**config.mk**
```make
export PLATFORM = sky130hd
export DESIGN_NAME = swc_sleep_ctrl
export DESIGN_NICKNAME = d
export VERILOG_FILES = /design/src/hdl/swc_sync2.v /design/src/hdl/swc_tick_div.v /design/src/hdl/swc_sleep_ctrl.v
export VERILOG_INCLUDE_DIRS = /design/src /design/src/include
export SDC_FILE = /design/constraint.sdc
export NUM_CORES = 1
export LEC_CHECK = 0
export ABC_CLOCK_PERIOD_IN_PS = 6640
export BUFFER_PORTS_ARGS = -buffer_cell sky130_fd_sc_hd__buf_2
export CORE_ASPECT_RATIO = 1.25
export CORE_MARGIN = 1.5
export CORE_UTILIZATION = 45
export DETAILED_ROUTE_END_ITERATION = 12
export PLACE_DENSITY = 0.67
export SKIP_LAST_GASP = 1
export SYNTH_ARGS = -nofsm -noshare
export SYNTH_HDL_FRONTEND = slang
export SYNTH_SLANG_ARGS = --single-unit
```
**constraint.sdc**
```tcl
create_clock -name sys_clk -period 6.64 [get_ports sys_clk]
set_input_delay 1.328 -clock sys_clk [delete_from_list [all_inputs] [get_ports sys_clk]]
set_output_delay 1.328 -clock sys_clk [all_outputs]
set_load 0.01 [all_outputs]
```
**src/include/swc_defs.vh**
```
/*
 sleep and wake-up control: register offsets, field positions, reset values and timing counts.
 assumes inclusion by swc_sleep_ctrl and the testbench; avalon address is a word index.
*/
// Functional notes
// - only the power-down instruction enters sleep
// - entry: watchdog cleared, flags updated, oscillator off
// - io pins hold their drive state in sleep
// - watchdog reset never drives master clear pin
// - wake on master clear, watchdog, or interrupt
// - master clear wake resets; others continue execution
// - power-down flag set by power-up, cleared by sleep
// - timeout flag cleared on watchdog wake-up
// - sleep prefetches instruction at pc plus one
// - interrupt wakes only if its enable set
// - interrupt wake ignores global enable
// - global enable clear: continue in line
// - global enable set: execute next, then vector
// - pending enabled flag at sleep wakes at once
// - watchdog cleared on every wake-up
// - crystal modes wait 1024 tosc; rc none
// - instruction cycle is four tosc steps
// - watchdog timeout resets in run, wakes asleep
// - flags set regardless of enables
`ifndef SWC_DEFS_VH
`define SWC_DEFS_VH

`define SWC_AW 3
`define SWC_REG_STATUS 3'h0
`define SWC_REG_IRQ_EN 3'h1
`define SWC_REG_IRQ_FLAG 3'h2
`define SWC_REG_CONFIG 3'h3
`define SWC_REG_WDT_LIMIT 3'h4

`define SWC_ST_PWRDN 0
`define SWC_ST_TIMEOUT 1
`define SWC_ST_ASLEEP 2
`define SWC_ST_OSC_ON 3

`define SWC_IRQ_EXT 0
`define SWC_IRQ_PORT 1
`define SWC_IRQ_CMP 2
`define SWC_IRQ_GLOBAL 7

`define SWC_CFG_WDT_EN 0
`define SWC_CFG_OSC_RC 1
`define SWC_CFG_EDGE_RISE 2

`define SWC_IRQ_EN_RST 8'h00
`define SWC_CFG_RST 8'h01
`define SWC_WDT_LIMIT_RST 16'h4650
`define SWC_VECTOR_ADDR 13'h0004

`define SWC_CLK_NS 8
`define SWC_TOSC_NS 8
`define SWC_OST_TOSC 1024
`define SWC_INSTR_TOSC 4
`define SWC_WDT_TICK_NS 1000

`endif

```
**src/hdl/swc_sync2.v**
```verilog
/*
 two flip-flop synchroniser for pins entering the sys_clk domain.
 assumes the input is a level, not a short pulse.
*/
`timescale 1ns/100ps
module swc_sync2
#(
    parameter W = 1,
    parameter [W-1:0] INIT = {W{1'b0}}
)
(
    sys_clk,
    rst,
    din,
    dout
);
input wire sys_clk;
input wire rst;
input wire [W-1:0] din;
output reg [W-1:0] dout;

reg [W-1:0] meta_ff;

always @(posedge sys_clk or posedge rst)
begin
    if (rst)
    begin
        meta_ff <= INIT;
        dout <= INIT;
    end
    else
    begin
        meta_ff <= din;
        dout <= meta_ff;
    end
end
endmodule // swc_sync2

```
**src/hdl/swc_tick_div.v**
```verilog
/*
 enable divider: one-cycle tick every DIV cycles while run is high.
 assumes DIV of at least 1.
*/
`timescale 1ns/100ps
module swc_tick_div
#(
    parameter DIV = 4,
    parameter CW = 16
)
(
    sys_clk,
    rst,
    run,
    tick
);
input wire sys_clk;
input wire rst;
input wire run;
output wire tick;

localparam integer LAST_I = DIV - 1;
localparam [CW-1:0] LAST = LAST_I[CW-1:0];
reg [CW-1:0] cnt_ff;

assign tick = run && (cnt_ff == LAST);

always @(posedge sys_clk or posedge rst)
begin
    if (rst)
        cnt_ff <= {CW{1'b0}};
    else if (!run || tick)
        cnt_ff <= {CW{1'b0}};
    else
        cnt_ff <= cnt_ff + 1'b1;
end
endmodule // swc_tick_div

```
**src/hdl/swc_sleep_ctrl.v**
```verilog
/*
 power-down entry and wake-up sequencer with watchdog, interrupt flags and avalon-mm registers.
 assumes core decode pulses on sys_clk; master clear and ext irq are asynchronous pins.
*/
`timescale 1ns/100ps
`include "swc_defs.vh"
module swc_sleep_ctrl
#(
    parameter PCW = 13,
    parameter WDT_DIV = (`SWC_WDT_TICK_NS + `SWC_CLK_NS - 1) / `SWC_CLK_NS
)
(
    sys_clk,
    rst,
    avs_address,
    avs_read,
    avs_write,
    avs_writedata,
    avs_readdata,
    avs_waitrequest,
    sleep_exec,
    clrwdt_exec,
    core_pc,
    master_clear_pin_n,
    ext_irq_pin,
    port_change_evt,
    cmp_evt,
    osc_drive_en,
    core_cycle_en,
    core_rst,
    io_hold,
    fetch_valid,
    fetch_addr,
    resume_pulse,
    vector_pulse,
    vector_addr
);
input wire sys_clk;
input wire rst;
input wire [`SWC_AW-1:0] avs_address;
input wire avs_read;
input wire avs_write;
input wire [31:0] avs_writedata;
output reg [31:0] avs_readdata;
output wire avs_waitrequest;
input wire sleep_exec;
input wire clrwdt_exec;
input wire [PCW-1:0] core_pc;
input wire master_clear_pin_n;
input wire ext_irq_pin;
input wire port_change_evt;
input wire cmp_evt;
output reg osc_drive_en;
output wire core_cycle_en;
output reg core_rst;
output reg io_hold;
output reg fetch_valid;
output reg [PCW-1:0] fetch_addr;
output reg resume_pulse;
output reg vector_pulse;
output reg [PCW-1:0] vector_addr;

localparam integer OST_CYC =
    (`SWC_OST_TOSC * `SWC_TOSC_NS + `SWC_CLK_NS - 1) / `SWC_CLK_NS;
localparam integer INSTR_CYC =
    (`SWC_INSTR_TOSC * `SWC_TOSC_NS + `SWC_CLK_NS - 1) / `SWC_CLK_NS;
localparam integer OST_LAST_I = OST_CYC - 1;
localparam [10:0] OST_LAST = OST_LAST_I[10:0];

localparam [2:0] S_RUN = 3'h0;
localparam [2:0] S_SLEEP = 3'h1;
localparam [2:0] S_OST = 3'h2;
localparam [2:0] S_ALIGN = 3'h3;
localparam [2:0] S_EXEC = 3'h4;
localparam [2:0] S_VECT = 3'h5;

// pin synchronisers
wire [1:0] pin_sync;
swc_sync2 #(.W(2), .INIT(2'b11)) u_pin_sync
(
    .sys_clk(sys_clk),
    .rst(rst),
    .din({ext_irq_pin, master_clear_pin_n}),
    .dout(pin_sync)
);
wire master_clear_low = !pin_sync[0];
wire ext_lvl = pin_sync[1];

// instruction-cycle and watchdog enables
reg [2:0] state_ff;
reg [2:0] nxt_state;
wire instr_tick;
wire wdt_tick;
swc_tick_div #(.DIV(INSTR_CYC), .CW(4)) u_instr_div
(
    .sys_clk(sys_clk),
    .rst(rst),
    .run(osc_drive_en),
    .tick(instr_tick)
);
swc_tick_div #(.DIV(WDT_DIV), .CW(16)) u_wdt_div
(
    .sys_clk(sys_clk),
    .rst(rst),
    .run(1'b1),
    .tick(wdt_tick)
);
assign core_cycle_en = instr_tick && (state_ff == S_RUN);

// registers
reg [7:0] irq_en_ff;
reg [2:0] irq_flag_ff;
reg [7:0] cfg_ff;
reg [15:0] wdt_limit_ff;
reg power_down_flag_ff;
reg to_ff;
reg ack_ff;
reg ext_prev_ff;
reg [15:0] wdt_cnt_ff;
reg [10:0] ost_cnt_ff;

wire wdt_en = cfg_ff[`SWC_CFG_WDT_EN];
wire osc_rc = cfg_ff[`SWC_CFG_OSC_RC];
wire global_irq_enable = irq_en_ff[`SWC_IRQ_GLOBAL];
wire bus_req = avs_read || avs_write;
wire bus_do = bus_req && ack_ff;
wire wr_do = avs_write && ack_ff;
assign avs_waitrequest = bus_req && !ack_ff;

// event detection
wire ext_edge = cfg_ff[`SWC_CFG_EDGE_RISE] ? (ext_lvl && !ext_prev_ff)
                                          : (!ext_lvl && ext_prev_ff);
wire [2:0] irq_set = {cmp_evt, port_change_evt, ext_edge};
wire [2:0] irq_en_vec = {irq_en_ff[`SWC_IRQ_CMP], irq_en_ff[`SWC_IRQ_PORT],
                         irq_en_ff[`SWC_IRQ_EXT]};
wire irq_wake = |(irq_en_vec & irq_flag_ff);
wire wdt_timeout = wdt_en && wdt_tick && (wdt_cnt_ff >= wdt_limit_ff);
wire sleep_go = (state_ff == S_RUN) && sleep_exec;
wire wake_now = (state_ff == S_SLEEP) && (wdt_timeout || irq_wake);
wire wdt_clear = sleep_go || wake_now || clrwdt_exec;
wire wdt_reset = wdt_timeout && (state_ff == S_RUN) && !sleep_exec;

// bus handshake and readback
always @(posedge sys_clk or posedge rst)
begin
    if (rst)
    begin
        ack_ff <= 1'b0;
        avs_readdata <= 32'h00000000;
    end
    else
    begin
        ack_ff <= bus_req && !ack_ff;
        if (avs_read && !ack_ff)
        begin
            case (avs_address)
                `SWC_REG_STATUS:
                    avs_readdata <= {28'h0000000, osc_drive_en, (state_ff == S_SLEEP),
                                     to_ff, power_down_flag_ff};
                `SWC_REG_IRQ_EN:
                    avs_readdata <= {24'h000000, irq_en_ff};
                `SWC_REG_IRQ_FLAG:
                    avs_readdata <= {29'h00000000, irq_flag_ff};
                `SWC_REG_CONFIG:
                    avs_readdata <= {24'h000000, cfg_ff};
                `SWC_REG_WDT_LIMIT:
                    avs_readdata <= {16'h0000, wdt_limit_ff};
                default:
                    avs_readdata <= 32'h00000000;
            endcase
        end
    end
end

// software registers and interrupt flags
always @(posedge sys_clk or posedge rst)
begin
    if (rst)
    begin
        irq_en_ff <= `SWC_IRQ_EN_RST;
        irq_flag_ff <= 3'h0;
        cfg_ff <= `SWC_CFG_RST;
        wdt_limit_ff <= `SWC_WDT_LIMIT_RST;
        ext_prev_ff <= 1'b1;
    end
    else
    begin
        ext_prev_ff <= ext_lvl;
        if (master_clear_low)
        begin
            irq_en_ff <= `SWC_IRQ_EN_RST;
        end
        else if (wr_do && avs_address == `SWC_REG_IRQ_EN)
        begin
            irq_en_ff <= avs_writedata[7:0];
        end
        if (wr_do && avs_address == `SWC_REG_CONFIG)
        begin
            cfg_ff <= avs_writedata[7:0];
        end
        if (wr_do && avs_address == `SWC_REG_WDT_LIMIT)
        begin
            wdt_limit_ff <= avs_writedata[15:0];
        end
        if (wr_do && avs_address == `SWC_REG_IRQ_FLAG)
            irq_flag_ff <= (irq_flag_ff & ~avs_writedata[2:0]) | irq_set;
        else
            irq_flag_ff <= irq_flag_ff | irq_set;
    end
end

// watchdog counter, runs on its own tick even asleep
always @(posedge sys_clk or posedge rst)
begin
    if (rst)
        wdt_cnt_ff <= 16'h0000;
    else if (wdt_clear || !wdt_en || master_clear_low || wdt_timeout)
        wdt_cnt_ff <= 16'h0000;
    else if (wdt_tick)
        wdt_cnt_ff <= wdt_cnt_ff + 16'h0001;
end

// next-state logic
always @*
begin
    nxt_state = state_ff;
    case (state_ff)
        S_RUN:
        begin
            if (sleep_exec)
                nxt_state = irq_wake ? S_OST : S_SLEEP;
        end
        S_SLEEP:
        begin
            if (wdt_timeout || irq_wake)
                nxt_state = S_OST;
        end
        S_OST:
        begin
            if (osc_rc || ost_cnt_ff == OST_LAST)
                nxt_state = S_ALIGN;
        end
        S_ALIGN:
        begin
            if (instr_tick)
                nxt_state = S_EXEC;
        end
        S_EXEC:
        begin
            if (instr_tick)
                nxt_state = global_irq_enable ? S_VECT : S_RUN;
        end
        S_VECT:
        begin
            if (instr_tick)
                nxt_state = S_RUN;
        end
        default:
            nxt_state = S_RUN;
    endcase
    if (master_clear_low)
        nxt_state = S_RUN;
end

// sequencer, flags and core-facing outputs
always @(posedge sys_clk or posedge rst)
begin
    if (rst)
    begin
        state_ff <= S_RUN;
        power_down_flag_ff <= 1'b1;
        to_ff <= 1'b1;
        osc_drive_en <= 1'b1;
        io_hold <= 1'b0;
        core_rst <= 1'b1;
        ost_cnt_ff <= 11'h000;
        fetch_valid <= 1'b0;
        fetch_addr <= {PCW{1'b0}};
        resume_pulse <= 1'b0;
        vector_pulse <= 1'b0;
        vector_addr <= {PCW{1'b0}};
    end
    else
    begin
        state_ff <= nxt_state;
        fetch_valid <= 1'b0;
        resume_pulse <= 1'b0;
        vector_pulse <= 1'b0;
        // internal reset only; master clear pin is never driven
        core_rst <= master_clear_low || wdt_reset;
        if (wdt_reset)
            to_ff <= 1'b0;
        if (clrwdt_exec && state_ff == S_RUN)
        begin
            to_ff <= 1'b1;
            power_down_flag_ff <= 1'b1;
        end
        if (state_ff == S_OST)
            ost_cnt_ff <= ost_cnt_ff + 11'h001;
        else
            ost_cnt_ff <= 11'h000;
        if (master_clear_low)
        begin
            osc_drive_en <= 1'b1;
            io_hold <= 1'b0;
        end
        else
        begin
            case (state_ff)
                S_RUN:
                begin
                    if (sleep_exec)
                    begin
                        power_down_flag_ff <= 1'b0;
                        to_ff <= 1'b1;
                        osc_drive_en <= irq_wake;
                        io_hold <= !irq_wake;
                        fetch_valid <= 1'b1;
                        fetch_addr <= core_pc + {{(PCW-1){1'b0}}, 1'b1};
                    end
                end
                S_SLEEP:
                begin
                    io_hold <= 1'b1;
                    if (wdt_timeout)
                        to_ff <= 1'b0;
                    if (wdt_timeout || irq_wake)
                        osc_drive_en <= 1'b1;
                end
                S_ALIGN:
                begin
                    io_hold <= 1'b0;
                end
                S_EXEC:
                begin
                    if (instr_tick)
                        resume_pulse <= 1'b1;
                end
                S_VECT:
                begin
                    if (instr_tick)
                    begin
                        vector_pulse <= 1'b1;
                        vector_addr <= `SWC_VECTOR_ADDR;
                    end
                end
                default:
                begin
                    osc_drive_en <= 1'b1;
                end
            endcase
        end
    end
end
endmodule // swc_sleep_ctrl

```
== Word-level counts from Yosys, hierarchy flattened ==
Cells that the tools add are included.
Word-level totals
  bits in registers: 145
  input bits: 58
  output and inout port bits: 66
  word-level logic and storage cells: 147
Operators by class
  $lt $le $gt $ge: 1
  reduce and logical (&&, ||, !) cells: 46
  add/subtract/negate cells: 5
  mux-type cells: 45
  equal/unequal tests: 21
  bitwise gates (word level): 5
Operators with widths (number)
  case mux 16 bit (5 select lines): 1
  two-way mux 16 bit: 3
  adder 16 x 1 -> 16 bit, second input constant: 2
  two-way mux 3 bit: 9
  two-way mux 1 bit: 23
  logical AND 1 bit: 18
  inequality test 3 bit, second input constant: 6
  case mux 3 bit (6 select lines): 1
  == test 16 x 7 -> 1 bit, second input constant: 1
  >= comparator 16 bit: 1
  two-way mux 8 bit: 2
  adder 13 x 1 -> 13 bit, second input constant: 1
  == test 3 x 2 -> 1 bit, second input constant: 4
  adder 11 x 1 -> 11 bit, second input constant: 1
  == test 11 x 10 -> 1 bit, second input constant: 1
  two-way mux 11 bit: 1
  logical OR 1 bit: 10
  == test 3 bit, second input constant: 3
  AND reduction 3 bit: 3
  logical NOT 1 bit: 8
  bitwise AND 3 bit: 2
  == test 3 x 1 -> 1 bit, second input constant: 2
  logical NOT 3 bit: 2
  OR 3 bit: 2
  13 further kinds: 16

== Depth between registers and ports, before layout ==
  depth after elaboration: 11
  depth in mapped cells: 9
  mapped depth without buffers: 8

== By module ==
A second synthesis with hierarchy kept.
Second synthesis, totals
  cell total of the unflattened synthesis: 687
  area, all modules: 6754.0 um^2
By module, submodules not included
  swc_sleep_ctrl: cells an instance 583, times used 1, area each 5565.3 um^2, seq. area each 2641.3 um^2
  swc_tick_div (u_wdt_div): cells an instance 81, times used 1, area each 883.3 um^2, seq. area each 400.4 um^2
  swc_tick_div (u_instr_div): cells an instance 18, times used 1, area each 196.4 um^2, seq. area each 100.1 um^2
  swc_sync2: cells an instance 5, times used 1, area each 108.9 um^2, seq. area each 105.1 um^2

== Worst setup path before layout ==
OpenSTA, ideal clock, no wires.
  path type: input to output
  start: input avs_write
  end: output avs_waitrequest
  arrival time: 1537 ps
  cell stages on the path: 2
  required time: 5312 ps
  path buffers: 0
  setup slack: 3775 ps
  cell sequence: nor2_1 > nor2_1
On the way
  longest elaborated chain between the ends: 2
Ends and longest elaborated chain
  start, declared: line swc_sleep_ctrl.v:42  | input wire avs_write;
  logical OR 1 bit: line swc_sleep_ctrl.v:125  | wire bus_req = avs_read || avs_write;
  logical AND 1 bit: line swc_sleep_ctrl.v:128  | assign avs_waitrequest = bus_req && !ack_ff;
  end, declared: line swc_sleep_ctrl.v:45  | output wire avs_waitrequest;
No other way between the ends.

== Worst setup path after layout ==
  start: register u_instr_div.cnt_ff[0]
  end: output core_cycle_en
On the way
  longest elaborated chain between the ends: 3
Ends and longest elaborated chain
  start, declared: line swc_tick_div.v:24  | reg [CW-1:0] cnt_ff;
  start signal, assigned: line swc_tick_div.v:31  | cnt_ff <= {CW{1'b0}};
  start signal, assigned: line swc_tick_div.v:33  | cnt_ff <= {CW{1'b0}};
  start signal, assigned: line swc_tick_div.v:35  | cnt_ff <= cnt_ff + 1'b1;
  == test 4 x 2 -> 1 bit: line swc_tick_div.v:26  | assign tick = run && (cnt_ff == LAST);
  logical AND 1 bit: line swc_tick_div.v:26
  logical AND 1 bit: line swc_sleep_ctrl.v:108  | assign core_cycle_en = instr_tick && (state_ff == S_RUN);
  end, declared: line swc_sleep_ctrl.v:54  | output wire core_cycle_en;
No other way between the ends.

==> results.json <==
{
  "worstSetupEndpointType": "output pin",
  "place_congestion": 0.807,
  "clock_latency_ns": 0.41,
  "cts_hold_buffers": 0,
  "tightest_slew_ns": 0.927,
  "port_buffers": 79,
  "ioPinCount": 124,
  "cts_setup_buffers": 0,
  "clk_path_buf_depth": 2,
  "groute.usage.overall_pct": 19.5,
  "grt_pass1_wl_mm": 22.7,
  "max_freq_mhz": 301,
  "drt_wl_total_mm": 13.7,
  "critPathKind": "reg -> out",
  "gr-total-overflow": 0,
  "vias_per_cell": 5.25,
  "finalSetupViolCount": 0,
  "final_common_cell": "dfrtp_1",
  "hold_viol_final": 0,
  "setup_slack_ns": 3.31,
  "fin_crit_sh_pct": 50.1,
  "syn2layout_area_growth_pct": 15.9,
  "synth_top_area_share_pct": 44.3,
  "fillers": 1246,
  "ir_drop_v": 0.000205,
  "status": "complete, no violations",
  "grt_antenna_before_repair": 0,
  "crit_required_ns": 5.31,
  "clk_pin_slew_ns": 0.05,
  "htreeDepth": 4,
  "period_minus_slack_ns": 3.33,
  "vias": 4790,
  "critPathArrivalTime_ns": 2.00,
  "p_leak_nw": 3.45,
  "cts_tree": "yes",
  "rsz0062_at_grt": "no",
  "drt_iter0_markers": 241,
  "post_drt_wl_per_cell_um": 15.0,
  "regArea_um2": 3250,
  "yosysWarnings": 0,
  "num-nets-final": 805,
  "placed_cells": 881,
  "synth-seq-cells": 129,
  "die_area_um2": 15000,
  "multiInputGateArea_um2": 2890,
  "crit_fanout": 4,
  "synthTopCellsByArea": "dfrtp_1 44%, dfstp_2 6.1%, ha_1 4.3%",
  "cts_resized": 0,
  "route.detailed.drc": 0,
  "die_width_um": 110,
  "cts-root-buf": "clkbuf_16",
  "cts.sinks": 129,
  "whs_ns": 0.355,
  "start_kind": "register",
  "dp_slack_ns": 3.53,
  "drive_gt1_share_pct": 20.6,
  "synth_edf_count": 0,
  "async_flop_share_pct": 100,
  "floorplan.initialDensity_pct": 46.4,
  "die_h_um": 137,
  "grt_pass1_vias": 4793,
  "cts_buffers": 17,
  "hold_class": "reg -> reg",
  "ys_seq_area_share_pct": 50.5,
  "cap_violations": 0,
  "yosys.cell_types.count": 52,
  "num_rows": 48,
  "synth_cells": 646,
  "max_slew_margin_pct": 37.7,
  "powerDensity_nw_per_um2": 309,
  "coreArea_um2": 13900,
  "first_pass_iters": 6,
  "finalMaxSlewViolations": 0,
  "synth.cell_area_um2": 6430,
  "ant_nets": 0,
  "grt_max_degree": 70,
  "hpwlAfterDp_mm": 9.96,
  "fin_cells": 913,
  "mostFrequentLayoutCells": "114 x dfrtp_1, 79 x buf_2, 72 x nand2_1, 59 x nor2_1, 42 x o21ai_0",
  "avgSynthCellArea_um2": 9.96,
  "fin_worst_skew_ns": 0.00976,
  "num_antenna_cells": 0,
  "synth_top_area_cell": "dfrtp_1",
  "fin_util_pct": 53.7,
  "synth-main-ff-cell": "dfrtp_1",
  "fin_tns_setup_ns": 0
}
-- area by class of cell --
cell class,instances,area share (%)
inverter,30,1.54
timing repair buffer,83,5.71
multi-input combinational,464,38.7
clock buffer,22,6.36
tap,175,2.94
clock inverter,10,1.14
sequential,129,43.6
-- synthesized netlist by cell type (all sizes together) (2+ instances only) --
library cell / number
a21o: 4
mux2i: 20
or2: 4
nor2b: 11
o21ai: 42
and4: 2
a22o: 11
nand3b: 2
nand2: 72
a2111oi: 3
dfstp: 15
buf: 32
mux2: 10
clkbuf: 18
nand2b: 4
xor2: 22
and3: 10
o22ai: 4
or4: 4
nand4b: 2
nor3: 12
ha: 22
or3: 8
nor4: 2
inv: 30
nand3: 23
xnor2: 23
a22oi: 2
nor2: 60
a21oi: 27
dfrtp: 114
nand4: 17
-- metrics by stage --
stage	total power, mW	instance area (µm²)
detailed placement	1.45	6890
global placement	1.42	6890
CTS	2.33	7450
floorplan	1.30	6530
global route	2.44	7450
finish	2.30	7450
-- state kept, by name, indices dropped and copies added (netlist names), 3 cells and up --
register            flops
cfg_ff                  8
irq_en_ff               8
avs_readdata           16
fetch_addr             13
wdt_limit_ff           16
u_wdt_div.cnt_ff       16
state_ff                3
irq_flag_ff             3
wdt_cnt_ff             16
u_instr_div.cnt_ff      4
ost_cnt_ff             11
-- power by group --
part           leakage (nW)  internal [mW]  switching [mW]
clock                 0.268          0.541           0.332
sequential             1.65          0.920          0.0910
combinational          1.53          0.170           0.249
-- per-layer routing --
layer | routed length (µm) | vias to the layer above | GRT usage (%)
met2 | 7290 | 95 | 34.5
met5 | 0 | - | 0
li1 | - | 2321 | -
met3 | 538 | 17 | 5.19
met4 | 216 | 0 | 6.78
met1 | 5690 | 2357 | 22.6
-- cells by family after synthesis --
kind of cell	share of synthesized area, %
flops	50.5
mux	4.86
other cells	0.0583
buf+inv	6.40
xor+xnor	6.13
compound gates	9.67
fa+ha+maj	4.28
simple gates	18.1
-- critical path, cell delays in order, from the launching register on --
cell	delay, ns
dfrtp_1	0.37
ha_1	0.18
or3b_2	0.47
or2_2	0.33
nor2_1	0.11
buf_2	0.14
-- path summary, 6_finish.rpt --
path	start	end	slack [ns]	depth (start not counted)
worst max-delay path	u_instr_div.cnt_ff[0]	core_cycle_en	3.31	5
worst min-delay path	u_pin_sync.meta_ff[1]	u_pin_sync.dout[1]	0.36	0
worst max register to register	wdt_limit_ff[9]	wdt_cnt_ff[8]	3.69	8
worst min register to register	u_pin_sync.meta_ff[1]	u_pin_sync.dout[1]	0.36	0
max in group asynchronous	rst	u_wdt_div.cnt_ff[10]	4.23	3
min in group asynchronous	rst	wdt_limit_ff[11]	1.10	2
(Power assumes the default switching activity.)
